[src/design/vsfs_params.svh]
`ifndef VSFS_PARAMS_SVH
`define VSFS_PARAMS_SVH
`define VSFS_CLK_MHZ         100
`define VSFS_CFG_TIME_US     30
`define VSFS_CFG_CYCLES      (`VSFS_CFG_TIME_US * `VSFS_CLK_MHZ)
`define VSFS_OCP_TIME_US     50
`define VSFS_OCP_CYCLES      (`VSFS_OCP_TIME_US * `VSFS_CLK_MHZ)
`define VSFS_STEP_TIME_US    1
`define VSFS_STEP_CYCLES     (`VSFS_STEP_TIME_US * `VSFS_CLK_MHZ)
`define VSFS_DRIVER_ON_OUTPUT_HOLD_US    10
`define VSFS_DRIVER_ON_OUTPUT_HOLD_CYC   (`VSFS_DRIVER_ON_OUTPUT_HOLD_US * `VSFS_CLK_MHZ)
`define VSFS_DAC_W           8
`define VSFS_ARM_DAC_CODE    8'h0f
`define VSFS_OV_ABS_CODE     8'h91
`define VSFS_OV_MARGIN       8'h14
`define VSFS_UV_MARGIN       8'h0f
`define VSFS_OV_RELEASE      8'h0a
`define VSFS_VOUT_ARM_CODE   8'h0d
`endif

[src/design/vsfs_pkg.sv]
package vsfs_pkg;
    typedef enum logic [1:0] {
        VSFS_PWM_LOW,
        VSFS_PWM_HIGH,
        VSFS_PWM_MID,
        VSFS_PWM_OPEN
    } vsfs_pwm_t;

    typedef enum logic [2:0] {
        VSFS_IDLE,
        VSFS_CONFIG,
        VSFS_DRV_WAIT,
        VSFS_RAMP,
        VSFS_RUN,
        VSFS_OC_LATCH,
        VSFS_OV_LATCH
    } vsfs_state_t;
endpackage

[src/design/vsfs_sequencer.sv]
// Functional notes
// - In soft start a counter steps the DAC code from zero to target at a fixed rate.
// - Before configuration is done every PWM output is open with a test current applied.
// - After configuration with enable high, PWM outputs go to mid level, then driver-on rises.
// - Each phase leaves mid level on its own first PWM pulse while the DAC ramps.
// - Dropping enable returns every PWM output to mid level.
// - Current above the limit starts a latch-off timer; still present at expiry, shut down.
// - Current above the upper over-current level shuts down at once.
// - After over-current shutdown outputs stay off until supply cycle or enable toggle.
// - Current limit arms at start-up once output or DAC passes its own threshold.
// - Regulator-ready drops when output falls the under-voltage margin below DAC minus droop.
// - Output above DAC by the over-voltage margin drops ready and ramps the DAC to zero.
// - On over-voltage high sides are off and low sides on until output is near new DAC.
// - After over-voltage the protective state latches until supply cycle or enable toggle.
// - During start-up a fixed absolute over-voltage level replaces the relative one.
`include "vsfs_params.svh"

module vsfs_sequencer
    import vsfs_pkg::*;
#(
    parameter int PHASES      = 4,
    parameter int DAC_W       = `VSFS_DAC_W,
    parameter int CFG_CYCLES  = `VSFS_CFG_CYCLES,
    parameter int OCP_CYCLES  = `VSFS_OCP_CYCLES,
    parameter int STEP_CYCLES = `VSFS_STEP_CYCLES
)
(
    input  wire logic                  clk_i,
    input  wire logic                  reset_i,
    input  wire logic                  clk_en_i,
    input  wire logic                  enable_i,
    input  wire logic [DAC_W-1:0]      target_code_i,
    input  wire logic [DAC_W-1:0]      vout_code_i,
    input  wire logic [DAC_W-1:0]      droop_code_i,
    input  wire logic                  limit_threshold_current_i,
    input  wire logic                  upper_overcurrent_i,
    input  wire logic [PHASES-1:0]     pwm_request_i,
    input  wire logic                  driver_ready_i,
    output logic      [DAC_W-1:0]      dac_code_o,
    output vsfs_pwm_t [PHASES-1:0]     pwm_state_o,
    output logic                       test_current_o,
    output logic                       driver_on_output_o,
    output logic                       regulator_ready_o,
    output logic                       current_limit_stages_armed_o,
    output logic                       oc_fault_o,
    output logic                       ov_fault_o
);
    localparam int CNT_W = $clog2(OCP_CYCLES + CFG_CYCLES + STEP_CYCLES + 2);

    typedef struct packed {
        vsfs_state_t              state;
        logic [CNT_W-1:0]         timer;
        logic [CNT_W-1:0]         step;
        logic [CNT_W-1:0]         oc_timer;
        logic [DAC_W-1:0]         dac;
        vsfs_pwm_t [PHASES-1:0]   pwm;
        logic                     test_cur;
        logic                     drv_on;
        logic                     ready;
        logic                     armed;
        logic                     ov_clamp;
    } vsfs_regs_t;

    vsfs_regs_t state_reg;
    vsfs_regs_t state_next;

    function automatic vsfs_pwm_t [PHASES-1:0] vsfs_all(input vsfs_pwm_t v);
        vsfs_pwm_t [PHASES-1:0] r;
        for (int i = 0; i < PHASES; i++)
        begin
            r[i] = v;
        end
        return r;
    endfunction

    // Saturating add keeps margins from wrapping near full scale
    function automatic logic [DAC_W-1:0] vsfs_sat_add(input logic [DAC_W-1:0] a,
                                                      input logic [DAC_W-1:0] b);
        logic [DAC_W:0] s;
        s = {1'b0, a} + {1'b0, b};
        return s[DAC_W] ? {DAC_W{1'b1}} : s[DAC_W-1:0];
    endfunction

    function automatic logic [DAC_W-1:0] vsfs_sat_sub(input logic [DAC_W-1:0] a,
                                                      input logic [DAC_W-1:0] b);
        return (a > b) ? a - b : '0;
    endfunction

    logic [DAC_W-1:0] uv_level;
    logic [DAC_W-1:0] ov_level;
    logic             ov_hit;
    logic             uv_hit;
    logic             oc_trip;

    always_comb
    begin
        uv_level = vsfs_sat_sub(vsfs_sat_sub(state_reg.dac, droop_code_i), `VSFS_UV_MARGIN);
        // Start-up uses an absolute level so pre-charged outputs do not trip
        ov_level = (state_reg.state == VSFS_RUN) ?
                   vsfs_sat_add(state_reg.dac, `VSFS_OV_MARGIN) : `VSFS_OV_ABS_CODE;
        ov_hit   = (vout_code_i > ov_level);
        uv_hit   = (vout_code_i < uv_level);
        oc_trip  = state_reg.armed &&
                   (upper_overcurrent_i ||
                    (limit_threshold_current_i &&
                     state_reg.oc_timer >= CNT_W'(OCP_CYCLES - 1)));
    end

    always_comb
    begin
        state_next = state_reg;
        if (!enable_i)
        begin
            // Apart from reset, disabling is the only way out of a latched fault
            state_next.state    = VSFS_IDLE;
            state_next.pwm      = vsfs_all(VSFS_PWM_MID);
            state_next.drv_on   = 1'b0;
            state_next.ready    = 1'b0;
            state_next.armed    = 1'b0;
            state_next.ov_clamp = 1'b0;
            state_next.test_cur = 1'b0;
            state_next.dac      = '0;
            state_next.timer    = '0;
            state_next.step     = '0;
            state_next.oc_timer = '0;
        end
        else
        begin
            unique case (state_reg.state)
                VSFS_IDLE:
                begin
                    state_next.state    = VSFS_CONFIG;
                    state_next.pwm      = vsfs_all(VSFS_PWM_OPEN);
                    state_next.test_cur = 1'b1;
                    state_next.timer    = '0;
                end
                VSFS_CONFIG:
                begin
                    state_next.timer = state_reg.timer + 1'b1;
                    if (state_reg.timer >= CNT_W'(CFG_CYCLES - 1))
                    begin
                        state_next.state    = VSFS_DRV_WAIT;
                        state_next.test_cur = 1'b0;
                        state_next.pwm      = vsfs_all(VSFS_PWM_MID);
                    end
                end
                VSFS_DRV_WAIT:
                begin
                    // Mid level is already out at least one cycle before driver-on
                    if (driver_ready_i)
                    begin
                        state_next.drv_on = 1'b1;
                        state_next.state  = VSFS_RAMP;
                        state_next.step   = '0;
                    end
                end
                VSFS_RAMP, VSFS_RUN:
                begin
                    if (!driver_ready_i)
                    begin
                        // Driver undervoltage restarts the enable sequence
                        state_next.state  = VSFS_DRV_WAIT;
                        state_next.drv_on = 1'b0;
                        state_next.ready  = 1'b0;
                        state_next.pwm    = vsfs_all(VSFS_PWM_MID);
                    end
                    else
                    begin
                        if (state_reg.state == VSFS_RAMP)
                        begin
                            state_next.step = state_reg.step + 1'b1;
                            if (state_reg.step >= CNT_W'(STEP_CYCLES - 1))
                            begin
                                state_next.step = '0;
                                if (state_reg.dac < target_code_i)
                                    state_next.dac = state_reg.dac + 1'b1;
                            end
                            if (state_reg.dac >= target_code_i)
                            begin
                                state_next.state = VSFS_RUN;
                                state_next.ready = 1'b1;
                            end
                            if (vout_code_i > `VSFS_VOUT_ARM_CODE ||
                                state_reg.dac > `VSFS_ARM_DAC_CODE)
                                state_next.armed = 1'b1;
                        end
                        else
                        begin
                            state_next.dac = target_code_i;
                            if (uv_hit)
                                state_next.ready = 1'b0;
                        end
                        for (int i = 0; i < PHASES; i++)
                        begin
                            if (state_reg.pwm[i] != VSFS_PWM_MID || pwm_request_i[i])
                                state_next.pwm[i] = pwm_request_i[i] ?
                                                    VSFS_PWM_HIGH : VSFS_PWM_LOW;
                        end
                        if (state_reg.armed && limit_threshold_current_i)
                            state_next.oc_timer = state_reg.oc_timer + 1'b1;
                        else
                            state_next.oc_timer = '0;
                        if (oc_trip)
                        begin
                            state_next.state  = VSFS_OC_LATCH;
                            state_next.pwm    = vsfs_all(VSFS_PWM_MID);
                            state_next.drv_on = 1'b0;
                            state_next.ready  = 1'b0;
                        end
                        else if (ov_hit)
                        begin
                            state_next.state    = VSFS_OV_LATCH;
                            state_next.ready    = 1'b0;
                            state_next.ov_clamp = 1'b1;
                            state_next.pwm      = vsfs_all(VSFS_PWM_LOW);
                        end
                    end
                end
                VSFS_OC_LATCH:
                begin
                    state_next.pwm = vsfs_all(VSFS_PWM_MID);
                end
                VSFS_OV_LATCH:
                begin
                    state_next.ready = 1'b0;
                    state_next.step  = state_reg.step + 1'b1;
                    if (state_reg.step >= CNT_W'(STEP_CYCLES - 1))
                    begin
                        state_next.step = '0;
                        if (state_reg.dac != '0)
                            state_next.dac = state_reg.dac - 1'b1;
                    end
                    if (state_reg.ov_clamp &&
                        vout_code_i <= vsfs_sat_add(state_reg.dac, `VSFS_OV_RELEASE))
                    begin
                        state_next.ov_clamp = 1'b0;
                        state_next.pwm      = vsfs_all(VSFS_PWM_MID);
                    end
                    else if (state_reg.ov_clamp)
                        state_next.pwm = vsfs_all(VSFS_PWM_LOW);
                end
                default:
                begin
                    state_next.state = VSFS_IDLE;
                end
            endcase
        end
    end

    always_ff @(posedge clk_i or posedge reset_i)
    begin
        if (reset_i)
        begin
            state_reg <= '{state: VSFS_IDLE, pwm: {PHASES{VSFS_PWM_MID}}, default: '0};
        end
        else if (clk_en_i)
        begin
            state_reg <= state_next;
        end
    end

    assign dac_code_o                   = state_reg.dac;
    assign pwm_state_o                  = state_reg.pwm;
    assign test_current_o               = state_reg.test_cur;
    assign driver_on_output_o           = state_reg.drv_on;
    assign regulator_ready_o            = state_reg.ready;
    assign current_limit_stages_armed_o = state_reg.armed;
    assign oc_fault_o                   = (state_reg.state == VSFS_OC_LATCH);
    assign ov_fault_o                   = (state_reg.state == VSFS_OV_LATCH);
endmodule // vsfs_sequencer

[config.mk]
export PLATFORM = sky130hd
export DESIGN_NAME = vsfs_sequencer
export DESIGN_NICKNAME = d
export VERILOG_FILES = /design/src/design/vsfs_pkg.sv /design/src/design/vsfs_sequencer.sv
export VERILOG_INCLUDE_DIRS = /design/src /design/src/design
export SDC_FILE = /design/constraint.sdc
export NUM_CORES = 1
export LEC_CHECK = 0
export BUFFER_PORTS_ARGS = -buffer_cell sky130_fd_sc_hd__buf_4
export CAP_MARGIN = 10
export CORE_MARGIN = 2
export CORE_UTILIZATION = 30
export DETAILED_ROUTE_END_ITERATION = 7
export PLACE_DENSITY = 0.45
export SYNTH_ARGS = -nofsm -noshare
export SYNTH_HDL_FRONTEND = slang
export SYNTH_SLANG_ARGS = --single-unit
[constraint.sdc]
create_clock -name clk_i -period 6.6 [get_ports clk_i]
set_clock_uncertainty 0.1 [all_clocks]
set_input_delay 0 -clock clk_i [delete_from_list [all_inputs] [get_ports clk_i]]
set_output_delay 0 -clock clk_i [all_outputs]
set_load 0.1 [all_outputs]
==> results of run 1 <==
==> synthesized netlist by cell type, drive strengths merged, types with 5 or more instances <==
cell and instances:
nand3 24, a21o 11, or3 7, o21a 5, mux2i 6, and2 7, inv 42, nor2b 12
a21oi 41, buf 20, ha 52, nor3 15, clkbuf 24, dfrtp 59, xor2 13, nor4 6
and4 5, a31oi 18, nand2 65, and3 12, o21ai 64, nor2 67, xnor2 17, a41oi 5
o211ai 7, o31ai 5, nand2b 11, nand4 15
==> stage by stage <==
stage / setup WS [ns] / utilization [%]
2_1_floorplan: 2.47 / -
6_report: 2.10 / 35.7
3_5_place_dp: 2.12 / 33.5
5_1_grt: 1.73 / 35.7
3_3_place_gp: 2.25 / 33.5
4_1_cts: 2.09 / 35.7
==> what timing repair did <==
item                      CTS  global route
buffers inserted            0             0
hold buffers               10             0
hold endpoints to repair   72             0
gates resized for setup     0             0
==> where the power goes <==
group | switching, mW | internal [mW]
combinational | 1.11 | 0.521
sequential | 0.156 | 0.467
clock | 0.180 | 0.340
==> critical path: cells and delay by family, from the launching register on <==
kind	cells	cell delay, ns
and+or+nand+nor	7	1.43
adders and majority gates	4	1.12
AOI/OAI and AO/OA	5	0.90
DFF	1	0.44
buffers and inverters	2	0.24
muxes	1	0.16
==> layout make-up <==
cell class | instances | area, µm²
inverters | 42 | 158
clock inverters | 4 | 70.1
flip-flops and latches | 63 | 1580
multi-input cells | 551 | 3600
repair buffers | 69 | 543
clock buffers | 12 | 246
fillers | 1896 | 11700
well taps | 229 | 287
==> logic make-up after synthesis <==
kind of cell,after synthesis,synth area share (%)
adder cells (fa/ha/maj),53,12.0
buffers and inverters,86,7.44
XOR/XNOR,30,4.69
AND/OR/NAND/NOR,259,23.1
AO/OA/AOI/OAI,202,23.3
flip-flops,63,28.2
multiplexers,7,1.27
==> routing by layer <==
metal	vias to the layer above	wire length, µm
met5	-	0
met3	16	714
met1	2481	7880
met2	125	7450
li1	2594	-
met4	0	251
==> layout by cell type, fill, tap and decap left out, types with 8 or more instances in the layout <==
cell and n:
o21ai_0 62, nand2_1 65, clkbuf_16 9, and3_1 11, inv_1 41, nand2b_1 11, nor2_1 67, xnor2_1 17
dlygate4sd3_1 10, buf_4 59, ha_1 52, a21o_1 8, dfrtp_1 59, nand3_1 24, nor2b_1 12, xor2_1 13
a21oi_1 40, nand4_1 15, nor3_1 15, a31oi_1 18
==> worst max-delay path by stage <==
stage	cells after the start	end	slack (ns)
floorplan	22	regulator_ready_o$_DFFE_PP0P_	2.47
global placement	21	regulator_ready_o$_DFFE_PP0P_	2.25
detailed placement	19	regulator_ready_o$_DFFE_PP0P_	2.12
CTS	21	regulator_ready_o$_DFFE_PP0P_	2.09
global route	21	regulator_ready_o$_DFFE_PP0P_	1.73
finish	19	regulator_ready_o$_DFFE_PP0P_	2.10
==> impl_metrics.tcl, run 1 <==
set metrics [dict create \
    timing.rr.end "regulator_ready_o$_DFFE_PP0P_" \
    ys_async_sr_fraction_pct 100 \
    max-slew-margin-rel_pct 40.0 \
    gr-usage-met3_pct 3.46 \
    fin_crit_sh_pct 68.1 \
    cp-start-kind "flip-flop" \
    drc 0 \
    die_w_um 141 \
    htree_levels 3 \
    cpMaxStageDelayCell "or4b_1" \
    ant_nets 0 \
    holdPathStages 3 \
    rows 49 \
    path_max_fanout 9 \
    viasPerCell 5.38 \
    yosys.area.top_type "dfrtp_1" \
    endpoint_kind "flip-flop" \
    crit_path_cell_trace "inv_1, ha_1, fa_1, nor2b_1, o21ai_1, a31o_1, a41o_1, nor2_1, ha_1, inv_1, or2_2, nor2_1, a211oi_1, mux2i_1, nand2b_1, ha_1, nand4_1, or4b_1, o221ai_1" \
    regToRegStartpoint "dac_code_o[0]$_DFFE_PP0P_" \
    max_stage_delay_ns 0.47 \
    clock_sinks 63 \
    antenna_found_initial 0 \
    die_h_um 141 \
    hold_path_startpoint "limit_threshold_current_i" \
    start_util_pct 30.9 \
    use_met2_pct 27.5 \
    cts_buffers 9 \
    dp_hpwl_um 11900 \
    timing.critical_path.mode_cell "ha_1" \
    ios 57 \
    setup_tns_ns 0 \
    fin_crit_ns 4.50 \
    avgRoutedWirePerCell_um 16.8 \
    clock_tree.root_cell "clkbuf_16" \
    rsz0062_at_grt "false" \
    dp.cells 944 \
    p_total_mw 2.77 \
    synth_cells 700 \
    largest_reg_flops 43 \
    holdPathEnd "state_reg[30]$_DFFE_PP0P_" \
    fin_worst_hold_slack_ns 0.0573 \
    drive_gt1_share_pct 13.0 \
    worstPathRequired_ns 6.74 \
    peakVddDrop_uv 306 \
    grt_pass1_wl_um 27000 \
    worstMarginPinSlew_ns 0.894 \
    critical_path_class "flip-flop to flip-flop" \
    synth_area_mm2 0.00560 \
    syn_area_per_cell_um2 8.00 \
    grt_pass1_vias 5161 \
    hp-class "input port to flip-flop" \
    finalInstanceArea_mm2 0.00649 \
    max_freq_mhz 222 \
    synth_flop_cell "dfrtp_1" \
    place.gp.congestion 0.863 \
    syn_to_final_growth_pct 15.8 \
    yosysSeqAreaShare_pct 28.2 \
    clk-insertion-delay-late_ns 0.34 \
    antenna_cells 0 \
    use_met1_pct 23.0 \
    ys_warn_count 0 \
    p_per_area_mw_per_mm2 427 \
    instances_no_fill 970 \
    synth_top_cells_by_area "dfrtp_1 26%, ha_1 12%, o21ai_0 5.5%" \
    io_buffers 56 \
    fp.coreArea_mm2 0.0181 \
    synthDominantCellAreaShare_pct 26.4 \
    nNetsFinal 824 \
    vias 5216 \
    finalHoldViolations 0 \
    synth_edf_count 0 \
    die-area_mm2 0.0198 \
    setup_viol 0 \
    outcome "completed" \
    wl_um 16300 \
    ys_ff_latch 63 \
    cts_tree "done" \
    clock_tree.buffer_depth 2 \
    synth_nets 788 \
    grt_overflow_total 0 \
    gr-usage-all-layers_pct 17.0 \
    r2r.worst_path.cells 19 \
    clk_pin_slew_ns 0.06 \
    leakagePower_nw 2.87 \
    ff2ff_setup_slack_ns 2.10 \
    cp-startpoint "dac_code_o[0]$_DFFE_PP0P_" \
    synth_cell_types 74 \
    drtPass1Iterations 4 \
    drt_iter0_drc 318 \
    cap_violations 0 \
    top_usage_layer "met2" \
    cp.arrival_ns 4.64 \
    place_area_mm2 0.00607 \
    slew_violations 0 \
    grt_max_degree 64 \
]
(Power assumes the default switching activity.)
==> run 2: changes to the inputs <==
--- a/config.mk
+++ b/config.mk
@@ -6,12 +6,13 @@
 export SDC_FILE = /design/constraint.sdc
 export NUM_CORES = 1
 export LEC_CHECK = 0
+export ABC_AREA = 1
 export BUFFER_PORTS_ARGS = -buffer_cell sky130_fd_sc_hd__buf_4
 export CAP_MARGIN = 10
 export CORE_MARGIN = 2
 export CORE_UTILIZATION = 30
 export DETAILED_ROUTE_END_ITERATION = 7
-export PLACE_DENSITY = 0.45
+export PLACE_DENSITY = 0.47
 export SYNTH_ARGS = -nofsm -noshare
 export SYNTH_HDL_FRONTEND = slang
 export SYNTH_SLANG_ARGS = --single-unit
==> constraint.sdc (replaced) <==
create_clock -name clk_i -period 3.8 [get_ports clk_i]
set_clock_uncertainty 0.1 [all_clocks]
set_input_delay 0 -clock clk_i [delete_from_list [all_inputs] [get_ports clk_i]]
set_output_delay 0 -clock clk_i [all_outputs]
set_load 0.1 [all_outputs]
==> run 2 against run 1 <==
Net effect: highest routed layer unchanged; clock-buffer cell count unchanged; worst setup slack got worse by 1.7 ns; synthesized cell count grew 16%; largest power group unchanged; critical endpoint unchanged; area after synthesis fell by 1.3%; non-clock buffer count increased by 8.
==> impl_metrics.tcl, run 2 <==
set metrics [dict create \
    fin_crit_sh_pct 89.3 \
    yosysSeqAreaShare_pct 28.6 \
    dp_hpwl_um 12300 \
    drt_iter0_drc 215 \
    p_sw_share_pct 50.1 \
    drtPass1Iterations 5 \
    largest_reg_flops 43 \
    setup_viol 0 \
    io_buffers 56 \
    synth_top_cells_by_count "169 x nand2_1, 130 x inv_1, 102 x nor2_1, 59 x dfrtp_1, 54 x a21oi_1" \
    synth_top_cells_by_area "dfrtp_1 27%, ha_1 12%, nand2_1 11%" \
    vias 5247 \
    synth_flop_cell "dfrtp_1" \
    syn_area_per_cell_um2 6.80 \
    place_ws_ns 0.344 \
    clk-insertion-delay-late_ns 0.34 \
    final.setup.worst_slack_ns 0.407 \
    combPwrFrac_pct 54.4 \
    cap_violations 0 \
    clock_power_share_pct 22.5 \
    synth_area_mm2 0.00553 \
    gr-usage-all-layers_pct 16.6 \
    switchingPower_mw 1.94 \
    fin_crit_ns 3.39 \
    setup_tns_ns 0 \
    endpoint_kind "flip-flop" \
    cts_buffers 9 \
    grt_pass1_vias 5197 \
    synth_cell_types 51 \
    outcome "completed" \
    ys_warn_count 0 \
    p_seq_share_pct 23.1 \
    fp.coreArea_mm2 0.0180 \
    viasPerCell 4.73 \
    ant_nets 0 \
    clock_tree.buffer_depth 2 \
    clock_tree.root_cell "clkbuf_16" \
    syn_to_final_growth_pct 18.8 \
    slew_violations 0 \
    ios 57 \
    grt_max_degree 34 \
    synth_nets 901 \
    grt_overflow_total 0 \
    die_w_um 140 \
    die_h_um 140 \
    path_max_fanout 8 \
    clock_sinks 63 \
    hp-class "input port to flip-flop" \
    nFillCells 2005 \
    post-synth-top-count-cell "nand2_1" \
    start_util_pct 30.7 \
    yosys.area.top_type "dfrtp_1" \
    critical_path_class "flip-flop to flip-flop" \
    rows 49 \
    die-area_mm2 0.0195 \
    max-slew-margin-rel_pct 50.3 \
    cp.arrival_ns 3.53 \
    worstMarginPinSlew_ns 0.744 \
    clk_pin_slew_ns 0.06 \
    drive_gt1_share_pct 14.3 \
    wl_um 15400 \
    worstPathRequired_ns 3.94 \
    ys_ff_latch 63 \
    mostFrequentLayoutCell "nand2_1" \
    post-route-util_pct 36.4 \
    antenna_found_initial 0 \
    synth_edf_count 0 \
    ys_async_sr_fraction_pct 100 \
    finalHoldViolations 0 \
    place.gp.congestion 0.848 \
    max_freq_mhz 295 \
    nNetsFinal 964 \
    final_cell_mix "169 x nand2_1, 129 x inv_1, 102 x nor2_1, 69 x buf_4, 59 x dfrtp_1" \
    leakagePower_nw 3.33 \
    synthDominantCellAreaShare_pct 26.7 \
    p_per_area_mw_per_mm2 591 \
    fin_worst_hold_slack_ns 0.00518 \
    drc 0 \
    peakVddDrop_uv 312 \
    power.internal_mw 1.94 \
    grt_pass1_wl_um 26100 \
    antenna_cells 0 \
    rsz0062_at_grt "false" \
    cp-start-kind "flip-flop" \
    synth_cells 813 \
    htree_levels 3 \
    cts_tree "done" \
    avgRoutedWirePerCell_um 13.9 \
    cts_setup_buffers 0 \
]
==> run 2: path summary, 6_finish.rpt <==
kind	slack [ns]	from	cells after the start	endpoint
max reg2reg	0.41	dac_code_o[0]$_DFFE_PP0P_	26	regulator_ready_o$_DFFE_PP0P_
min reg2reg	0.38	pwm_state_o[1]$_DFFE_PP1P_	2	pwm_state_o[1]$_DFFE_PP1P_
max	0.41	dac_code_o[0]$_DFFE_PP0P_	26	regulator_ready_o$_DFFE_PP0P_
max in group asynchronous	2.42	reset_i	4	pwm_state_o[7]$_DFFE_PP1P_
min	0.005	target_code_i[2]	5	dac_code_o[2]$_DFFE_PP0P_
min in group asynchronous	0.25	reset_i	3	state_reg[22]$_DFFE_PP0P_
==> run 2: layout make-up <==
| type | instances | area [µm²] | share of cell area [%] |
|---|---|---|---|
| multi-input combinational | 583 | 3260 | 49.6 |
| sequential | 63 | 1580 | 24.1 |
| clock inverter | 4 | 53.8 | 0.819 |
| clock buffer | 12 | 256 | 3.90 |
| timing repair buffer | 77 | 598 | 9.10 |
| tap | 229 | 287 | 4.36 |
| inverter | 142 | 536 | 8.15 |
==> run 2: power groups by stage <==
stage / Sequential (mW) / Clock [mW] / Combinational [mW]
after floorplan: 0.988 / 0 / 1.58
after global placement: 0.910 / 0 / 2.12
after detailed placement: 0.909 / 0 / 2.11
after CTS: 0.900 / 0.896 / 2.12
after global routing: 0.916 / 0.927 / 2.35
final: 0.896 / 0.873 / 2.11
==> run 2: stage by stage <==
step / instances / cell area [µm²] / power [mW]
floorplan: 813 / 5530 / 2.57
global placement: 1086 / 6170 / 3.03
detailed placement: 1086 / 6170 / 3.02
CTS: 1110 / 6560 / 3.92
global route: 1110 / 6570 / 4.19
finish: 1110 / 6570 / 3.88
==> run 2: cell families (layout without fill, tap and decap cells) <==
family                     Yosys count  count (layout)  synth area share [%]
AOI/OAI and AO/OA                  150             150                  15.7
xor gates and xnor gates             8               8                  1.27
adders and majority gates           53              53                  12.1
buffers and inverters              167             235                  12.7
DFF                                 63              63                  28.6
and+or+nand+nor                    372             372                  29.7
==> run 2: metal layers <==
layer	vias to the layer above	GRT usage, %	share of wire (%)
met2	81	26.6	45
li1	2775	-	-
met4	0	5.21	1.7
met5	-	0	0
met1	2375	22.8	50
met3	16	2.72	3.1
==> run 2: critical path, stage by stage (launching register included) <==
cell	delay (ns)
dfrtp_1	0.34
inv_1	0.06
ha_1	0.20
fa_1	0.36
inv_1	0.09
nand2_1	0.06
nand2_1	0.11
nand3_1	0.08
nand2_1	0.11
nand2_4	0.08
inv_1	0.07
o21ai_0	0.08
a21oi_1	0.13
inv_1	0.09
nor3_2	0.12
nand2_1	0.11
a21oi_1	0.11
o21ai_0	0.10
ha_1	0.32
a21oi_2	0.15
o211ai_1	0.09
inv_1	0.06
nand2_1	0.06
nand2_2	0.06
nand2_1	0.04
nand2_1	0.06
nand2_1	0.04
==> run 2: what timing repair did <==
action                                  4_1_cts  5_1_grt
resized for setup                             0        2
endpoints found under the setup margin        0        1
hold buffers                                  8        0
hold endpoints to repair                     48        0
==> run 3: changes to the inputs <==
--- a/config.mk
+++ b/config.mk
@@ -9,10 +9,12 @@
 export ABC_AREA = 1
 export BUFFER_PORTS_ARGS = -buffer_cell sky130_fd_sc_hd__buf_4
 export CAP_MARGIN = 10
+export CELL_PAD_IN_SITES_DETAIL_PLACEMENT = 2
+export CELL_PAD_IN_SITES_GLOBAL_PLACEMENT = 2
 export CORE_MARGIN = 2
 export CORE_UTILIZATION = 30
 export DETAILED_ROUTE_END_ITERATION = 7
-export PLACE_DENSITY = 0.47
+export PLACE_DENSITY = 0.75
 export SYNTH_ARGS = -nofsm -noshare
 export SYNTH_HDL_FRONTEND = slang
 export SYNTH_SLANG_ARGS = --single-unit
==> run 3 against run 2 <==
Net effect: routed wire length is 34% higher; critical path type unchanged; cell count is 0.18% higher; critical path depth is 1 higher; highest routed layer unchanged; worst hold slack better by 0.0022 ns; final area is 0.82% higher; clock power is 4.5% higher.
==> impl_metrics.tcl, run 3 (synthesized netlist as in run 2, its figures left out) <==
set metrics [dict create \
    hold_path_startpoint "pwm_request_i[3]" \
    nNetsFinal 966 \
    antenna_cells 0 \
    outcome "completed" \
    syn_to_final_growth_pct 19.8 \
    place_area_mm2 0.00618 \
    max-slew-margin-rel_pct 41.8 \
    htree_levels 3 \
    path_max_fanout 8 \
    peakVddDrop_uv 262 \
    cts_tree "done" \
    ff2ff_setup_slack_ns 0.32 \
    grt_overflow_total 0 \
    largest_reg_flops 43 \
    die-area_mm2 0.0195 \
    clk-insertion-delay-late_ns 0.34 \
    cts_buffers 9 \
    drive_gt1_share_pct 15.7 \
    drtPass1Iterations 5 \
    ant_nets 0 \
    fin_crit_sh_pct 91.5 \
    gr-usage-all-layers_pct 21.7 \
    slew_violations 0 \
    vias 5705 \
    io_buffers 56 \
    cap_violations 0 \
    worstPathRequired_ns 3.93 \
    start_util_pct 30.7 \
    avgRoutedWirePerCell_um 18.5 \
    max_freq_mhz 287 \
    antenna_found_initial 0 \
    fin_crit_ns 3.48 \
    grt_max_degree 37 \
    finalInstanceArea_mm2 0.00662 \
    worstMarginPinSlew_ns 0.872 \
    finalHoldViolations 0 \
    holdPathStages 6 \
    clock_tree.buffer_depth 2 \
    r2r.worst_path.cells 27 \
    timing.rr.end "regulator_ready_o$_DFFE_PP0P_" \
    viasPerCell 5.13 \
    p_total_mw 4.08 \
    mostFrequentLayoutCell "nand2_1" \
    wl_um 20600 \
    drt_iter0_drc 156 \
    nFillCells 2180 \
    leakagePower_nw 3.34 \
    cp-start-kind "flip-flop" \
    dp_hpwl_um 16500 \
    drc 0 \
    place_ws_ns 0.197 \
    endpoint_kind "flip-flop" \
    final.setup.worst_slack_ns 0.322 \
    clock_tree.root_cell "clkbuf_16" \
    clock_sinks 63 \
    grt_pass1_wl_um 34000 \
    hp-class "input port to flip-flop" \
    grt_pass1_vias 6361 \
    holdPathEnd "pwm_state_o[7]$_DFFE_PP1P_" \
    final_cell_mix "165 x nand2_1, 127 x inv_1, 102 x nor2_1, 72 x buf_4, 58 x dfrtp_1" \
    clk_pin_slew_ns 0.06 \
    place.gp.congestion 0.924 \
    fp.coreArea_mm2 0.0180 \
    ios 57 \
    rows 49 \
    critical_path_class "flip-flop to flip-flop" \
    cp.arrival_ns 3.61 \
    die_w_um 140 \
    setup_viol 0 \
    regToRegStartpoint "dac_code_o[0]$_DFFE_PP0P_" \
    p_per_area_mw_per_mm2 617 \
    die_h_um 140 \
]
==> run 3: metal layers <==
metal	wire, µm	share of wire, %	vias to the layer above	track usage (%)
met5	0	0	-	0
met4	203	0.99	0	4.53
met3	425	2.1	12	2.31
met2	10600	52	62	39.3
met1	9350	45	2863	28.0
li1	-	-	2768	-
==> run 3: per-stage QoR <==
stage               std cells  utilization [%]  hold WS, ns  TNS (ns)
floorplan                 813                -     -0.00981         0
global placement         1087             34.3        0.122         0
detailed placement       1087             34.3        0.134         0
CTS                      1110             36.4      0.00483         0
global route             1112             36.7       0.0343   -0.0610
finish                   1112             36.7      0.00737         0
==> run 3: worst max path at each step <==
stage	from	to	slack [ns]	cells after the start
6_report	dac_code_o[0]$_DFFE_PP0P_	regulator_ready_o$_DFFE_PP0P_	0.32	27
5_1_grt	dac_code_o[0]$_DFFE_PP0P_	regulator_ready_o$_DFFE_PP0P_	-0.06	27
3_3_place_gp	dac_code_o[0]$_DFFE_PP0P_	regulator_ready_o$_DFFE_PP0P_	0.41	26
3_5_place_dp	dac_code_o[0]$_DFFE_PP0P_	regulator_ready_o$_DFFE_PP0P_	0.20	27
4_1_cts	dac_code_o[0]$_DFFE_PP0P_	regulator_ready_o$_DFFE_PP0P_	0.17	27
2_1_floorplan	dac_code_o[0]$_DFFE_PP0P_	regulator_ready_o$_DFFE_PP0P_	0.47	26
==> run 3: repair_timing <==
| item | CTS | global route |
|---|---|---|
| setup buffers | 0 | 2 |
| setup endpoints to repair | 0 | 1 |
| hold endpoints to repair | 43 | 0 |
| gates resized for setup | 0 | 14 |
| hold buffers | 7 | 0 |
==> run 3: final cells by class <==
class                   instances  area (µm²)  area share (%)
well taps                     229         287            4.33
multi-input cells             583        3290            49.6
flip-flops and latches         63        1580            23.9
clock inverters                 2        37.5           0.567
inverters                     142         536            8.09
clock buffers                  14         284            4.29
repair buffers                 79         611            9.22
==> run 3: where the power goes <==
| group | leakage (nW) | switching [mW] | internal [mW] |
|---|---|---|---|
| combinational | 2.35 | 1.64 | 0.632 |
| clock | 0.155 | 0.331 | 0.580 |
| sequential | 0.842 | 0.111 | 0.792 |
==> run 3: critical path: stages (launching register included) <==
cell,delay (ns)
dfrtp_1,0.34
inv_1,0.07
ha_2,0.18
fa_1,0.37
inv_2,0.08
nand2_1,0.06
nand2_2,0.09
nand3_1,0.08
nand2_2,0.09
nand2_4,0.08
inv_2,0.06
o21ai_1,0.06
a21oi_1,0.13
inv_1,0.09
nor3_2,0.24
nand2_2,0.11
nand2_2,0.08
nor3_1,0.04
a21oi_1,0.15
ha_1,0.28
a21oi_2,0.15
o211ai_1,0.09
inv_1,0.06
nand2_1,0.06
nand2_2,0.06
nand2_1,0.05
nand2_1,0.07
nand2_1,0.05
